===== src/dtc_pkg.sv =====
// Package with register map, field positions and timing constants of the dual timer
`default_nettype none
package dtc_pkg;
  localparam logic [2:0] ADDR_MODE = 3'h0;
  localparam logic [2:0] ADDR_CTRL = 3'h1;
  localparam logic [2:0] ADDR_T0_LOW = 3'h2;
  localparam logic [2:0] ADDR_T0_HIGH = 3'h3;
  localparam logic [2:0] ADDR_T1_LOW = 3'h4;
  localparam logic [2:0] ADDR_T1_HIGH = 3'h5;
  localparam logic [2:0] ADDR_IRQ_STAT = 3'h6;
  localparam logic [2:0] ADDR_IRQ_MASK = 3'h7;
  // Control register bit positions
  localparam int CTRL_T1_OVF = 7;
  localparam int CTRL_T1_RUN = 6;
  localparam int CTRL_T0_OVF = 5;
  localparam int CTRL_T0_RUN = 4;
  localparam int CTRL_IRQ1_FLAG = 3;
  localparam int CTRL_IRQ1_TYPE = 2;
  localparam int CTRL_IRQ0_FLAG = 1;
  localparam int CTRL_IRQ0_TYPE = 0;
  // Mode register: timer 1 in upper nibble, timer 0 in lower
  localparam int MODE_T1_BASE = 4;
  localparam int MODE_GATE = 3;
  localparam int MODE_SRC = 2;
  localparam int MODE_HI = 1;
  localparam int MODE_LO = 0;
  localparam logic [7:0] RST_BYTE = 8'h00;
  localparam logic [3:0] RST_NIBBLE = 4'h0;
  // Peripheral cycle of six clock periods
  localparam int PER_CLOCKS = 6;
  localparam logic [2:0] PER_LAST = 3'(PER_CLOCKS - 1);
  localparam logic [4:0] PRESCALE_LAST = 5'h1F;
  typedef enum logic [1:0] {
    DTC_MODE13,
    DTC_MODE16,
    DTC_MODE8R,
    DTC_MODE3
  } dtc_mode_t;
endpackage
`default_nettype wire


===== src/dtc_timer.sv =====
// Two timer/counters with four modes, register port and interrupt status
//
// Local design decisions: the address-and-strobe port and the placing of the registers.
`timescale 1ns/1ps
`default_nettype none
// Contract
// - Mode 0: 5-bit prescaler drives high byte
// - Mode 0: low byte upper bits undefined
// - Mode 1: low and high cascade, 16 bits
// - Mode 2: low wraps, reload from high
// - New reload value used at next reload
// - Overflow flag cleared on interrupt service
// - T0 mode 3: low byte uses t0 controls
// - T0 mode 3: high byte uses t1 run/flag
// - T1 mode 3 halts and holds count
// - T1 controls in upper nibble, ctrl 2,3,6,7
// - Gate plus run lets pin enable counting
// - Wrap from all ones sets overflow flag
// - T1 overflow drives serial baud clock
// - Timer source ticks every six clocks
// - Counter source counts sampled falling edges
// - Gated t1 counts while pin high
module dtc_timer (
  // Clock and reset
  input wire logic clk,
  input wire logic rst_n,
  // Register port
  input wire logic [2:0] reg_addr,
  input wire logic [7:0] reg_wdata,
  input wire logic reg_wr,
  input wire logic reg_rd,
  output logic [7:0] reg_rdata,
  // Interrupt service acknowledges
  input wire logic t0_irq_ack,
  input wire logic t1_irq_ack,
  // External pins
  input wire logic t0_count_pin,
  input wire logic t1_count_pin,
  input wire logic ext_irq0_pin,
  input wire logic ext_irq1_pin,
  // Outputs
  output logic t0_overflow_flag,
  output logic t1_overflow_flag,
  output logic baud_tick,
  output logic irq
);
  logic [7:0] timer_mode_reg_ff;
  logic t0_run_bit_ff, t1_run_bit_ff, t0_ovf_ff, t1_ovf_ff;
  logic [3:0] ext_irq_bits_ff;
  logic [7:0] t0_low_count_ff, t0_high_count_ff, t1_low_count_ff, t1_high_count_ff;
  logic [1:0] irq_stat_ff, irq_mask_ff;
  logic [7:0] reg_rdata_ff;
  logic baud_tick_ff, irq_ff;
  logic [2:0] per_cnt_ff;
  logic [3:0] sync1_ff, sync2_ff;
  logic cnt0_prev_ff, cnt1_prev_ff;
  logic per_tick;
  logic wr_mode, wr_ctrl, wr_t0l, wr_t0h, wr_t1l, wr_t1h;
  // Synchronisers: 0=t0 count, 1=t1 count, 2=irq0 pin, 3=irq1 pin
  always_ff @(posedge clk) begin
    if (!rst_n) begin
      sync1_ff <= 4'h0;
      sync2_ff <= 4'h0;
    end else begin
      sync1_ff <= {ext_irq1_pin, ext_irq0_pin, t1_count_pin, t0_count_pin};
      sync2_ff <= sync1_ff;
    end
  end
  // Peripheral cycle divider
  always_ff @(posedge clk) begin
    if (!rst_n) per_cnt_ff <= 3'h0;
    else if (per_cnt_ff == dtc_pkg::PER_LAST) per_cnt_ff <= 3'h0;
    else per_cnt_ff <= per_cnt_ff + 3'h1;
  end
  assign per_tick = (per_cnt_ff == dtc_pkg::PER_LAST);
  // Count pins sampled once per peripheral cycle
  always_ff @(posedge clk) begin
    if (!rst_n) begin
      cnt0_prev_ff <= 1'b0;
      cnt1_prev_ff <= 1'b0;
    end else if (per_tick) begin
      cnt0_prev_ff <= sync2_ff[0];
      cnt1_prev_ff <= sync2_ff[1];
    end
  end
  logic fall0, fall1;
  assign fall0 = per_tick && cnt0_prev_ff && !sync2_ff[0];
  assign fall1 = per_tick && cnt1_prev_ff && !sync2_ff[1];
  dtc_pkg::dtc_mode_t mode0, mode1;
  assign mode0 = dtc_pkg::dtc_mode_t'({timer_mode_reg_ff[dtc_pkg::MODE_HI],
                                       timer_mode_reg_ff[dtc_pkg::MODE_LO]});
  assign mode1 = dtc_pkg::dtc_mode_t'(
      {timer_mode_reg_ff[dtc_pkg::MODE_T1_BASE + dtc_pkg::MODE_HI],
       timer_mode_reg_ff[dtc_pkg::MODE_T1_BASE + dtc_pkg::MODE_LO]});
  logic t0_gate_select, t1_gate_select, src0, src1, en0, en1, inc0, inc1, inc0h;
  assign t0_gate_select = timer_mode_reg_ff[dtc_pkg::MODE_GATE];
  assign src0 = timer_mode_reg_ff[dtc_pkg::MODE_SRC];
  assign t1_gate_select = timer_mode_reg_ff[dtc_pkg::MODE_T1_BASE + dtc_pkg::MODE_GATE];
  assign src1 = timer_mode_reg_ff[dtc_pkg::MODE_T1_BASE + dtc_pkg::MODE_SRC];
  assign en0 = t0_run_bit_ff && (!t0_gate_select || sync2_ff[2]);
  assign en1 = t1_run_bit_ff && (!t1_gate_select || sync2_ff[3]);
  assign inc0 = en0 && (src0 ? fall0 : per_tick);
  assign inc1 = en1 && (src1 ? fall1 : per_tick) && (mode1 != dtc_pkg::DTC_MODE3);
  assign inc0h = t1_run_bit_ff && per_tick;
  // Register write decode
  assign wr_mode = reg_wr && reg_addr == dtc_pkg::ADDR_MODE;
  assign wr_ctrl = reg_wr && reg_addr == dtc_pkg::ADDR_CTRL;
  assign wr_t0l = reg_wr && reg_addr == dtc_pkg::ADDR_T0_LOW;
  assign wr_t0h = reg_wr && reg_addr == dtc_pkg::ADDR_T0_HIGH;
  assign wr_t1l = reg_wr && reg_addr == dtc_pkg::ADDR_T1_LOW;
  assign wr_t1h = reg_wr && reg_addr == dtc_pkg::ADDR_T1_HIGH;
  // Next count values and overflow events for one timer
  function automatic logic [16:0] step(input dtc_pkg::dtc_mode_t m, input logic [7:0] lo,
                                       input logic [7:0] hi, input logic inc);
    logic [7:0] nlo;
    logic [7:0] nhi;
    logic ovf;
    nlo = lo;
    nhi = hi;
    ovf = 1'b0;
    if (inc) begin
      unique case (m)
        dtc_pkg::DTC_MODE13: begin
          // Upper three low bits left as they are
          nlo = {lo[7:5], lo[4:0] + 5'h01};
          if (lo[4:0] == dtc_pkg::PRESCALE_LAST) begin
            nhi = hi + 8'h01;
            ovf = (hi == 8'hFF);
          end
        end
        dtc_pkg::DTC_MODE16: begin
          nlo = lo + 8'h01;
          if (lo == 8'hFF) begin
            nhi = hi + 8'h01;
            ovf = (hi == 8'hFF);
          end
        end
        dtc_pkg::DTC_MODE8R, dtc_pkg::DTC_MODE3: begin
          if (lo == 8'hFF) begin
            nlo = (m == dtc_pkg::DTC_MODE8R) ? hi : 8'h00;
            ovf = 1'b1;
          end else begin
            nlo = lo + 8'h01;
          end
        end
      endcase
    end
    return {ovf, nhi, nlo};
  endfunction
  logic [16:0] s0, s1;
  logic ovf0, ovf0h, ovf1;
  assign s0 = step(mode0, t0_low_count_ff, t0_high_count_ff, inc0);
  assign s1 = step(mode1, t1_low_count_ff, t1_high_count_ff, inc1);
  assign ovf0 = s0[16];
  assign ovf1 = s1[16];
  assign ovf0h = (mode0 == dtc_pkg::DTC_MODE3) && inc0h && t0_high_count_ff == 8'hFF;
  // Timer 0 counts
  always_ff @(posedge clk) begin
    if (!rst_n) begin
      t0_low_count_ff <= dtc_pkg::RST_BYTE;
      t0_high_count_ff <= dtc_pkg::RST_BYTE;
    end else begin
      t0_low_count_ff <= wr_t0l ? reg_wdata : s0[7:0];
      if (wr_t0h) t0_high_count_ff <= reg_wdata;
      else if (mode0 == dtc_pkg::DTC_MODE3) begin
        if (inc0h) t0_high_count_ff <= t0_high_count_ff + 8'h01;
      end else t0_high_count_ff <= s0[15:8];
    end
  end
  // Timer 1 counts
  always_ff @(posedge clk) begin
    if (!rst_n) begin
      t1_low_count_ff <= dtc_pkg::RST_BYTE;
      t1_high_count_ff <= dtc_pkg::RST_BYTE;
    end else begin
      t1_low_count_ff <= wr_t1l ? reg_wdata : s1[7:0];
      t1_high_count_ff <= wr_t1h ? reg_wdata : s1[15:8];
    end
  end
  // Mode and control bits
  always_ff @(posedge clk) begin
    if (!rst_n) begin
      timer_mode_reg_ff <= dtc_pkg::RST_BYTE;
      t0_run_bit_ff <= 1'b0;
      t1_run_bit_ff <= 1'b0;
      ext_irq_bits_ff <= dtc_pkg::RST_NIBBLE;
    end else begin
      if (wr_mode) timer_mode_reg_ff <= reg_wdata;
      if (wr_ctrl) begin
        t0_run_bit_ff <= reg_wdata[dtc_pkg::CTRL_T0_RUN];
        t1_run_bit_ff <= reg_wdata[dtc_pkg::CTRL_T1_RUN];
        ext_irq_bits_ff <= reg_wdata[3:0];
      end
    end
  end
  // Overflow flags: set beats hardware clear
  logic set0, set1;
  assign set0 = ovf0;
  assign set1 = (mode0 == dtc_pkg::DTC_MODE3) ? ovf0h : ovf1;
  always_ff @(posedge clk) begin
    if (!rst_n) begin
      t0_ovf_ff <= 1'b0;
      t1_ovf_ff <= 1'b0;
    end else begin
      if (set0) t0_ovf_ff <= 1'b1;
      else if (t0_irq_ack) t0_ovf_ff <= 1'b0;
      else if (wr_ctrl) t0_ovf_ff <= reg_wdata[dtc_pkg::CTRL_T0_OVF];
      if (set1) t1_ovf_ff <= 1'b1;
      else if (t1_irq_ack) t1_ovf_ff <= 1'b0;
      else if (wr_ctrl) t1_ovf_ff <= reg_wdata[dtc_pkg::CTRL_T1_OVF];
    end
  end
  // Sticky interrupt status and mask
  always_ff @(posedge clk) begin
    if (!rst_n) begin
      irq_stat_ff <= 2'h0;
      irq_mask_ff <= 2'h0;
    end else begin
      irq_stat_ff <= {set1, set0} |
          (irq_stat_ff & ~((reg_wr && reg_addr == dtc_pkg::ADDR_IRQ_STAT) ?
                           reg_wdata[1:0] : 2'h0));
      if (reg_wr && reg_addr == dtc_pkg::ADDR_IRQ_MASK) irq_mask_ff <= reg_wdata[1:0];
    end
  end
  // Outputs and read data
  always_ff @(posedge clk) begin
    if (!rst_n) begin
      baud_tick_ff <= 1'b0;
      irq_ff <= 1'b0;
      reg_rdata_ff <= dtc_pkg::RST_BYTE;
    end else begin
      baud_tick_ff <= ovf1;
      irq_ff <= |(irq_stat_ff & irq_mask_ff);
      reg_rdata_ff <= 8'h00;
      if (reg_rd) begin
        unique case (reg_addr)
          dtc_pkg::ADDR_MODE: reg_rdata_ff <= timer_mode_reg_ff;
          dtc_pkg::ADDR_CTRL: reg_rdata_ff <= {t1_ovf_ff, t1_run_bit_ff, t0_ovf_ff,
                                               t0_run_bit_ff, ext_irq_bits_ff};
          dtc_pkg::ADDR_T0_LOW: reg_rdata_ff <= t0_low_count_ff;
          dtc_pkg::ADDR_T0_HIGH: reg_rdata_ff <= t0_high_count_ff;
          dtc_pkg::ADDR_T1_LOW: reg_rdata_ff <= t1_low_count_ff;
          dtc_pkg::ADDR_T1_HIGH: reg_rdata_ff <= t1_high_count_ff;
          dtc_pkg::ADDR_IRQ_STAT: reg_rdata_ff <= {6'h00, irq_stat_ff};
          dtc_pkg::ADDR_IRQ_MASK: reg_rdata_ff <= {6'h00, irq_mask_ff};
        endcase
      end
    end
  end
  assign reg_rdata = reg_rdata_ff;
  assign t0_overflow_flag = t0_ovf_ff;
  assign t1_overflow_flag = t1_ovf_ff;
  assign baud_tick = baud_tick_ff;
  assign irq = irq_ff;
  // Assertions
  chk_ovf_sets_flag: assert property (@(posedge clk) disable iff (!rst_n)
    set0 |=> t0_overflow_flag) else $error("t0 flag not set on overflow");
  chk_t1_ovf_flag: assert property (@(posedge clk) disable iff (!rst_n)
    set1 |=> t1_overflow_flag)
    else $error("t1 flag not set on overflow");
  chk_set_beats_ack: assert property (@(posedge clk) disable iff (!rst_n)
    (set1 && t1_irq_ack) |=> t1_overflow_flag) else $error("t1 event lost");
  chk_ack_clears: assert property (@(posedge clk) disable iff (!rst_n)
    (t0_irq_ack && !set0) |=> !t0_overflow_flag) else $error("t0 flag not cleared");
  chk_t1_ack_clears: assert property (@(posedge clk) disable iff (!rst_n)
    (t1_irq_ack && !set1) |=> !t1_overflow_flag)
    else $error("t1 flag not cleared");
  chk_reload_high: assert property (@(posedge clk) disable iff (!rst_n)
    (mode0 == dtc_pkg::DTC_MODE8R && inc0 && t0_low_count_ff == 8'hFF && !wr_t0l)
    |=> t0_low_count_ff == $past(t0_high_count_ff)) else $error("no reload");
  chk_reload_keeps: assert property (@(posedge clk) disable iff (!rst_n)
    (mode0 == dtc_pkg::DTC_MODE8R && !wr_t0h) |=> $stable(t0_high_count_ff))
    else $error("reload byte changed");
  chk_t1_hold: assert property (@(posedge clk) disable iff (!rst_n)
    (mode1 == dtc_pkg::DTC_MODE3 && !wr_t1l && !wr_t1h)
    |=> $stable(t1_low_count_ff) && $stable(t1_high_count_ff)) else $error("t1 moved");
  chk_split_idle: assert property (@(posedge clk) disable iff (!rst_n)
    (mode0 == dtc_pkg::DTC_MODE3 && !t1_run_bit_ff && !wr_t0h) |=> $stable(t0_high_count_ff))
    else $error("split high byte ran without t1 run");
  chk_tick_spacing: assert property (@(posedge clk) disable iff (!rst_n)
    per_tick |=> !per_tick [*5] ##1 per_tick) else $error("tick spacing");
  chk_gate_blocks: assert property (@(posedge clk) disable iff (!rst_n)
    (t1_gate_select && !sync2_ff[3] && !wr_t1l) |=> $stable(t1_low_count_ff))
    else $error("gated t1 counted");
  chk_t0_gate_select_blocks: assert property (@(posedge clk) disable iff (!rst_n)
    (t0_gate_select && !sync2_ff[2] && !wr_t0l) |=> $stable(t0_low_count_ff))
    else $error("gated t0 counted");
  chk_src_waits: assert property (@(posedge clk) disable iff (!rst_n)
    (src0 && !fall0 && !wr_t0l) |=> $stable(t0_low_count_ff))
    else $error("t0 counted without pin edge");
  chk_mode0_prescale: assert property (@(posedge clk) disable iff (!rst_n)
    (mode0 == dtc_pkg::DTC_MODE13 && inc0 && t0_low_count_ff[4:0] != 5'h1F && !wr_t0h)
    |=> $stable(t0_high_count_ff)) else $error("high byte early");
  chk_baud_follows: assert property (@(posedge clk) disable iff (!rst_n)
    ovf1 |=> baud_tick) else $error("baud tick missing");
  cov_t0_ovf: cover property (@(posedge clk) disable iff (!rst_n) set0);
  cov_t1_reload: cover property (@(posedge clk) disable iff (!rst_n)
    mode1 == dtc_pkg::DTC_MODE8R && ovf1);
  cov_split_high: cover property (@(posedge clk) disable iff (!rst_n) ovf0h);
  cov_irq: cover property (@(posedge clk) disable iff (!rst_n) irq);
  cov_gated_t1: cover property (@(posedge clk) disable iff (!rst_n)
    t1_gate_select && sync2_ff[3] && inc1);
endmodule
`default_nettype wire


===== config.mk =====
export PLATFORM = sky130hd
export DESIGN_NAME = dtc_timer
export DESIGN_NICKNAME = d
export VERILOG_FILES = /design/src/dtc_pkg.sv /design/src/dtc_timer.sv
export SDC_FILE = /design/constraint.sdc
export NUM_CORES = 1
export LEC_CHECK = 0
export ABC_AREA = 1
export BUFFER_PORTS_ARGS = -buffer_cell sky130_fd_sc_hd__buf_2
export CORE_MARGIN = 2
export CORE_UTILIZATION = 60
export CTS_CLUSTER_DIAMETER = 120
export CTS_CLUSTER_SIZE = 10
export DETAILED_ROUTE_END_ITERATION = 8
export GPL_TIMING_DRIVEN = 1
export PLACE_DENSITY = 0.91
export SKIP_LAST_GASP = 1
export SYNTH_ARGS = -nofsm -noshare
export SYNTH_HDL_FRONTEND = slang
export SYNTH_SLANG_ARGS = --single-unit

===== constraint.sdc =====
create_clock -name clk -period 2.15 [get_ports clk]
set_clock_uncertainty 0.2 [all_clocks]
set_input_delay 0.43 -clock clk [delete_from_list [all_inputs] [get_ports clk]]
set_output_delay 0.43 -clock clk [all_outputs]
set_load 0.005 [all_outputs]

[Word-level counts from Yosys, hierarchy flattened]
Cells that the tools add are included.
Word-level totals
  output and inout port bits: 12
  flip-flop bits (word level): 75
Cells by class
  eq/ne operators: 28
  mux-type cells: 43
  reductions and logical operators: 46
  bitwise operators: 5
  $add $sub $neg: 7
Operators by type and width (number)
  8-bit two-way mux: 18
  8-bit case mux with 8 select lines: 1
  8-bit case mux with 3 select lines: 2
  8-bit by 1-bit adder with 8-bit output, second input constant: 4
  8-bit equality test, second input constant: 4
  8-bit case mux with 2 select lines: 2
  1-bit logical AND: 20
  1-bit two-way mux: 17
  3-bit equality test, second input constant: 5
  3-bit nonzero test: 4
  5-bit by 1-bit adder with 5-bit output, second input constant: 2
  5-bit equality test, second input constant: 2
  3-bit inequality test, second input constant: 3
  2-bit equality test, second input constant: 4
  4-bit inequality test, second input constant: 2
  2-bit OR reduction: 4
  3-bit by 2-bit equality test with 1-bit output, second input constant: 2
  2-bit inequality test, second input constant: 3
  1-bit case mux with 3 select lines: 2
  2-bit AND reduction: 3
  2-bit nonzero test: 3
  5-bit AND reduction: 1
  2-bit AND: 2
  2-bit by 1-bit equality test with 1-bit output, second input constant: 2
  12 further kinds: 17

[Longest topological paths before layout]
  depth after elaboration: 9
  depth in mapped cells: 12

[Least setup slack after synthesis]
OpenSTA, ideal clock, no wires.
  path kind: register to register
  start: register t1_low_count_ff[1]
  end: register t1_high_count_ff[2]
  data required time: 1.834 ns
  path buffers: 0
  period minus slack after synthesis: 1.923 ns
  slack: 0.227 ns
  cell stages (with the launch flop): 12
  library setup time: 0.116 ns
  data arrival time: 1.607 ns
  path through: dfxtp_1 > ha_1 > inv_1 > nor2_2 > ha_1 > o21ai_0 > nor2_1 > nand2_1 > nand2_1 > inv_1 > nor2_1 > nor2_1
On the way
  word-level cells in the longest chain between the ends: 3
Ends and longest elaborated chain
  from (decl): RTL line dtc_timer.sv:50  | logic [7:0] t0_low_count_ff, t0_high_count_ff, t1_low_count_ff, t1_high_count_ff;
  from (signal assigned): RTL line dtc_timer.sv:173  | t1_low_count_ff <= dtc_pkg::RST_BYTE;
  from (signal assigned): RTL line dtc_timer.sv:176  | t1_low_count_ff <= wr_t1l ? reg_wdata : s1[7:0];
  8-bit equality test or 5-bit equality test (tied branches): RTL line dtc_timer.sv:133, dtc_timer.sv:126
  3-bit inequality test (no source line)
  4-bit AND reduction (no source line) (*)
  to (signal assigned): RTL line dtc_timer.sv:174  | t1_high_count_ff <= dtc_pkg::RST_BYTE;
  to (signal assigned): RTL line dtc_timer.sv:177  | t1_high_count_ff <= wr_t1h ? reg_wdata : s1[15:8];
  to (decl): RTL line dtc_timer.sv:50
Every way passes the cells marked *; elsewhere a longest branch is shown, timed or not.
A chain may end at the register's enable or synchronous reset.

[Worst setup path after layout]
  start: register per_cnt_ff[0]
  end: register t0_low_count_ff[2]
On the way
  word-level cells in the longest chain between the ends: 6
Ends and longest elaborated chain
  from (decl): RTL line dtc_timer.sv:54  | logic [2:0] per_cnt_ff;
  from (signal assigned): RTL line dtc_timer.sv:73  | else per_cnt_ff <= per_cnt_ff + 3'h1;
  3-bit equality test (*): RTL line dtc_timer.sv:75  | assign per_tick = (per_cnt_ff == dtc_pkg::PER_LAST);
  1-bit logical AND (2 in a row): RTL line dtc_timer.sv:87  | assign fall0 = per_tick && cnt0_prev_ff && !sync2_ff[0];
  1-bit two-way mux (*): RTL line dtc_timer.sv:102  | assign inc0 = en0 && (src0 ? fall0 : per_tick);
  1-bit logical AND (*): RTL line dtc_timer.sv:102
  2-bit nonzero test (no source line) (*)
  to (signal assigned): RTL line dtc_timer.sv:160  | t0_low_count_ff <= dtc_pkg::RST_BYTE;
  to (signal assigned): RTL line dtc_timer.sv:163  | t0_low_count_ff <= wr_t0l ? reg_wdata : s0[7:0];
  to (decl): RTL line dtc_timer.sv:50
Marked as above.

==> metrics.md <==
| Metric | Value |
|---|---|
| Die area | `0.00795 mm2` |
| GPL Wtd Cong | `1.03` |
| Area occupied by multi-input gates | `0.00244 mm2` |
| Setup bufs post-CTS | `0` |
| Largest net degree at the start of global routing | `22` |
| CP Capture Type | `flip-flop` |
| Final Power | `2980 uW` |
| Synth unique cells | `29` |
| HPWL Detailed | `9.97 mm` |
| Sequential cell area | `0.00151 mm2` |
| Tmin final | `2020 ps` |
| Clock Path Buffers | `2` |
| Sw Ratio | `0.253` |
| Placed cells | `820` |
| First-pass GRT wire length | `21.3 mm` |
| Hold/Removal Path Class | `primary input to flip-flop` |
| Clock latency on the worst-skew pair | `360 ps` |
| Num rows | `31` |
| Comb pwr share | `0.090` |
| Worst EP arrival | `2110 ps` |
| Achievable clock frequency | `496 MHz` |
| P_sw | `754 uW` |
| Leak | `0.00221 uW` |
| Average routed wire per standard cell | `16.2 um` |
| Filler cell count | `692` |
| Setup Viol. Count Final | `0` |
| Via Count | `4,858` |
| Antenna Nets Post-Route | `0` |
| Post-Layout Cell Count | `836` |
| Fin worst setup slack | `132 ps` |
| Vias in the first global route | `4,273` |
| Drt pass-1 iters | `5` |
| Synth top area share | `0.345` |
| Clk root buf | `clkbuf_8` |
| Crit path kind | `flip-flop to flip-flop` |
| Fin. max-slew vios | `0` |
| DR iter-0 viols | `600` |
| Worst VDD drop | `0.522 mV` |
| Core ar. | `0.00714 mm2` |
| Total GRT Usage | `0.352` |
| Req. time, crit path | `2240 ps` |
| Final-report hold violation count | `0` |
| Slew HR | `0.705` |
| Share of cells above drive strength 1 | `0.123` |
| Num Clock Sinks | `75` |
| Fin crit share | `0.939` |
| Area grow syn2layout | `13.7%` |
| MaxCap Viol Count | `0` |
| Total gr overflow | `0` |
| Fin nets | `762` |
| Mapped cell area | `0.00435 mm2` |
| IO buf count | `32` |
| Outcome | `finished clean` |
| Fin util | `0.693` |
| Initial core utilization | `0.610` |
| Critical path fanouts, max | `7` |
| Largest area contributor in the netlist | `dfxtp_1` |
| ANT cells | `0` |
| H-Tree Depth | `3` |
| Setup TNS | `0 ps` |
| CTS tree | `yes` |
| Post-route DRC | `0` |
| Post-synth net total | `720` |
| Vert. Die Dim | `89.2 um` |
| RSZ-0062 raised after global routing | `yes` |
| Internal power | `2220 uW` |
| Seq cells post-synth | `75` |
| Clock buffer count from CTS | `9` |
| Post-Route WL | `13.5 mm` |
| Place WS | `90.3 ps` |
| Post-Synthesis Cells | `690` |
| Post-CTS Hold Buffers | `0` |
| Sequential share of power | `0.487` |
| Ranking of synthesized cells by area | `dfxtp_1 (34%), nand2_1 (16%), inv_1 (7.8%)` |
| Clock Power Share | `0.423` |
| Reg clk slew, reported paths | `90 ps` |
| Syn Area/Cell | `6.31 um2` |
| Initial antenna violation count | `2` |
| Tightest Pin Transition | `441 ps` |
| Synth warn | `0` |
| Detailed-route vias per instance | `5.81` |
| PwrDens | `602 mW/mm2` |
| I/O pin count | `33` |
| Cts repair resizes | `0` |
| Crit path launch type | `flip-flop` |
| Sequential area share after synthesis | `0.345` |
| Die X | `89.2 um` |
kinds of logic after synthesis:
group	after synthesis	share of synthesized area
buf+inv	113	0.101
fa+ha+maj	9	0.0259
compound gates	144	0.173
flops	75	0.345
simple gates	337	0.331
xor+xnor	12	0.0241
final timing paths:
kind | endpoint | cells after the start | startpoint | slack [ps]
max reg2reg | t0_low_count_ff[2] | 9 | per_cnt_ff[0] | 130
max | t0_low_count_ff[2] | 9 | per_cnt_ff[0] | 130
min | sync1_ff[3] | 3 | ext_irq1_pin | 60
min reg2reg | sync2_ff[1] | 2 | sync1_ff[1] | 210
sequential cells by signal, summed over array words and instances (netlist names), 3 cells and up:
| register | flops |
|---|---|
| t0_high_count_ff | 8 |
| reg_rdata | 8 |
| ext_irq_bits_ff | 4 |
| t1_low_count_ff | 8 |
| sync1_ff | 4 |
| timer_mode_reg_ff | 8 |
| per_cnt_ff | 3 |
| sync2_ff | 4 |
| t1_high_count_ff | 8 |
| t0_low_count_ff | 8 |
through the flow:
| step | instance area [um2] | hold WS (ps) |
|---|---|---|
| final | 4950 | 56.3 |
| after global routing | 4950 | 66.1 |
| after CTS | 4920 | 59.9 |
| after detailed placement | 4680 | 211 |
| after global placement | 4680 | 192 |
| after floorplan | 4350 | 190 |
layout by cell type (no fill, tap or decap), types with 10 or more instances in the layout:
cell type,Yosys,final
clkbuf_8,0,11
o21ai_0,55,53
buf_2,5,32
dfxtp_1,75,72
xor2_1,10,10
inv_1,91,91
nand2_1,191,189
a21oi_1,65,64
o22ai_1,16,16
nor2_1,60,56
nand3_1,58,58
buf_4,0,16
final cells by class:
cell class / count / share of cell area
clock inverter: 5 / 0.0172
clock buffer: 11 / 0.0306
multi-input combinational: 502 / 0.494
inverter: 96 / 0.0728
timing repair buffer: 48 / 0.0566
tap: 99 / 0.0250
sequential: 75 / 0.304
Yosys cell counts, drive strengths merged:
master / count
a21oi: 65
a31oi: 3
buf: 9
clkbuf: 8
clkinv: 1
dfxtp: 75
ha: 9
inv: 95
nand2: 193
nand3: 60
nand3b: 3
nand4: 5
nor2: 68
nor3: 8
o21ai: 57
o21bai: 2
o221ai: 1
o22ai: 16
xnor2: 2
xor2: 10
metal layers:
layer / up-vias / track usage / part of all wire
met3: 58 / 0.0886 / 0.11
li1: 2320 / - / -
met5: - / 0 / 0.00096
met2: 308 / 0.498 / 0.42
met1: 2170 / 0.509 / 0.42
met4: 2 / 0.145 / 0.043
power groups by stage:
stage | sequential (uW) | clock [uW] | combinational [uW]
floorplan | 1470 | 0 | 159
global placement | 1480 | 0 | 248
detailed placement | 1480 | 0 | 255
CTS | 1450 | 1270 | 257
global route | 1450 | 1340 | 291
finish | 1450 | 1260 | 267
critical path, stage by stage, from the launching register on:
cell,delay (ps)
dfxtp_1,360
ha_1,190
nand2_1,70
inv_1,170
nand3_1,240
nor2_1,360
inv_1,90
nor2_1,130
nor2_1,60
nor2_1,80
Power figures use the tool's default switching activity.
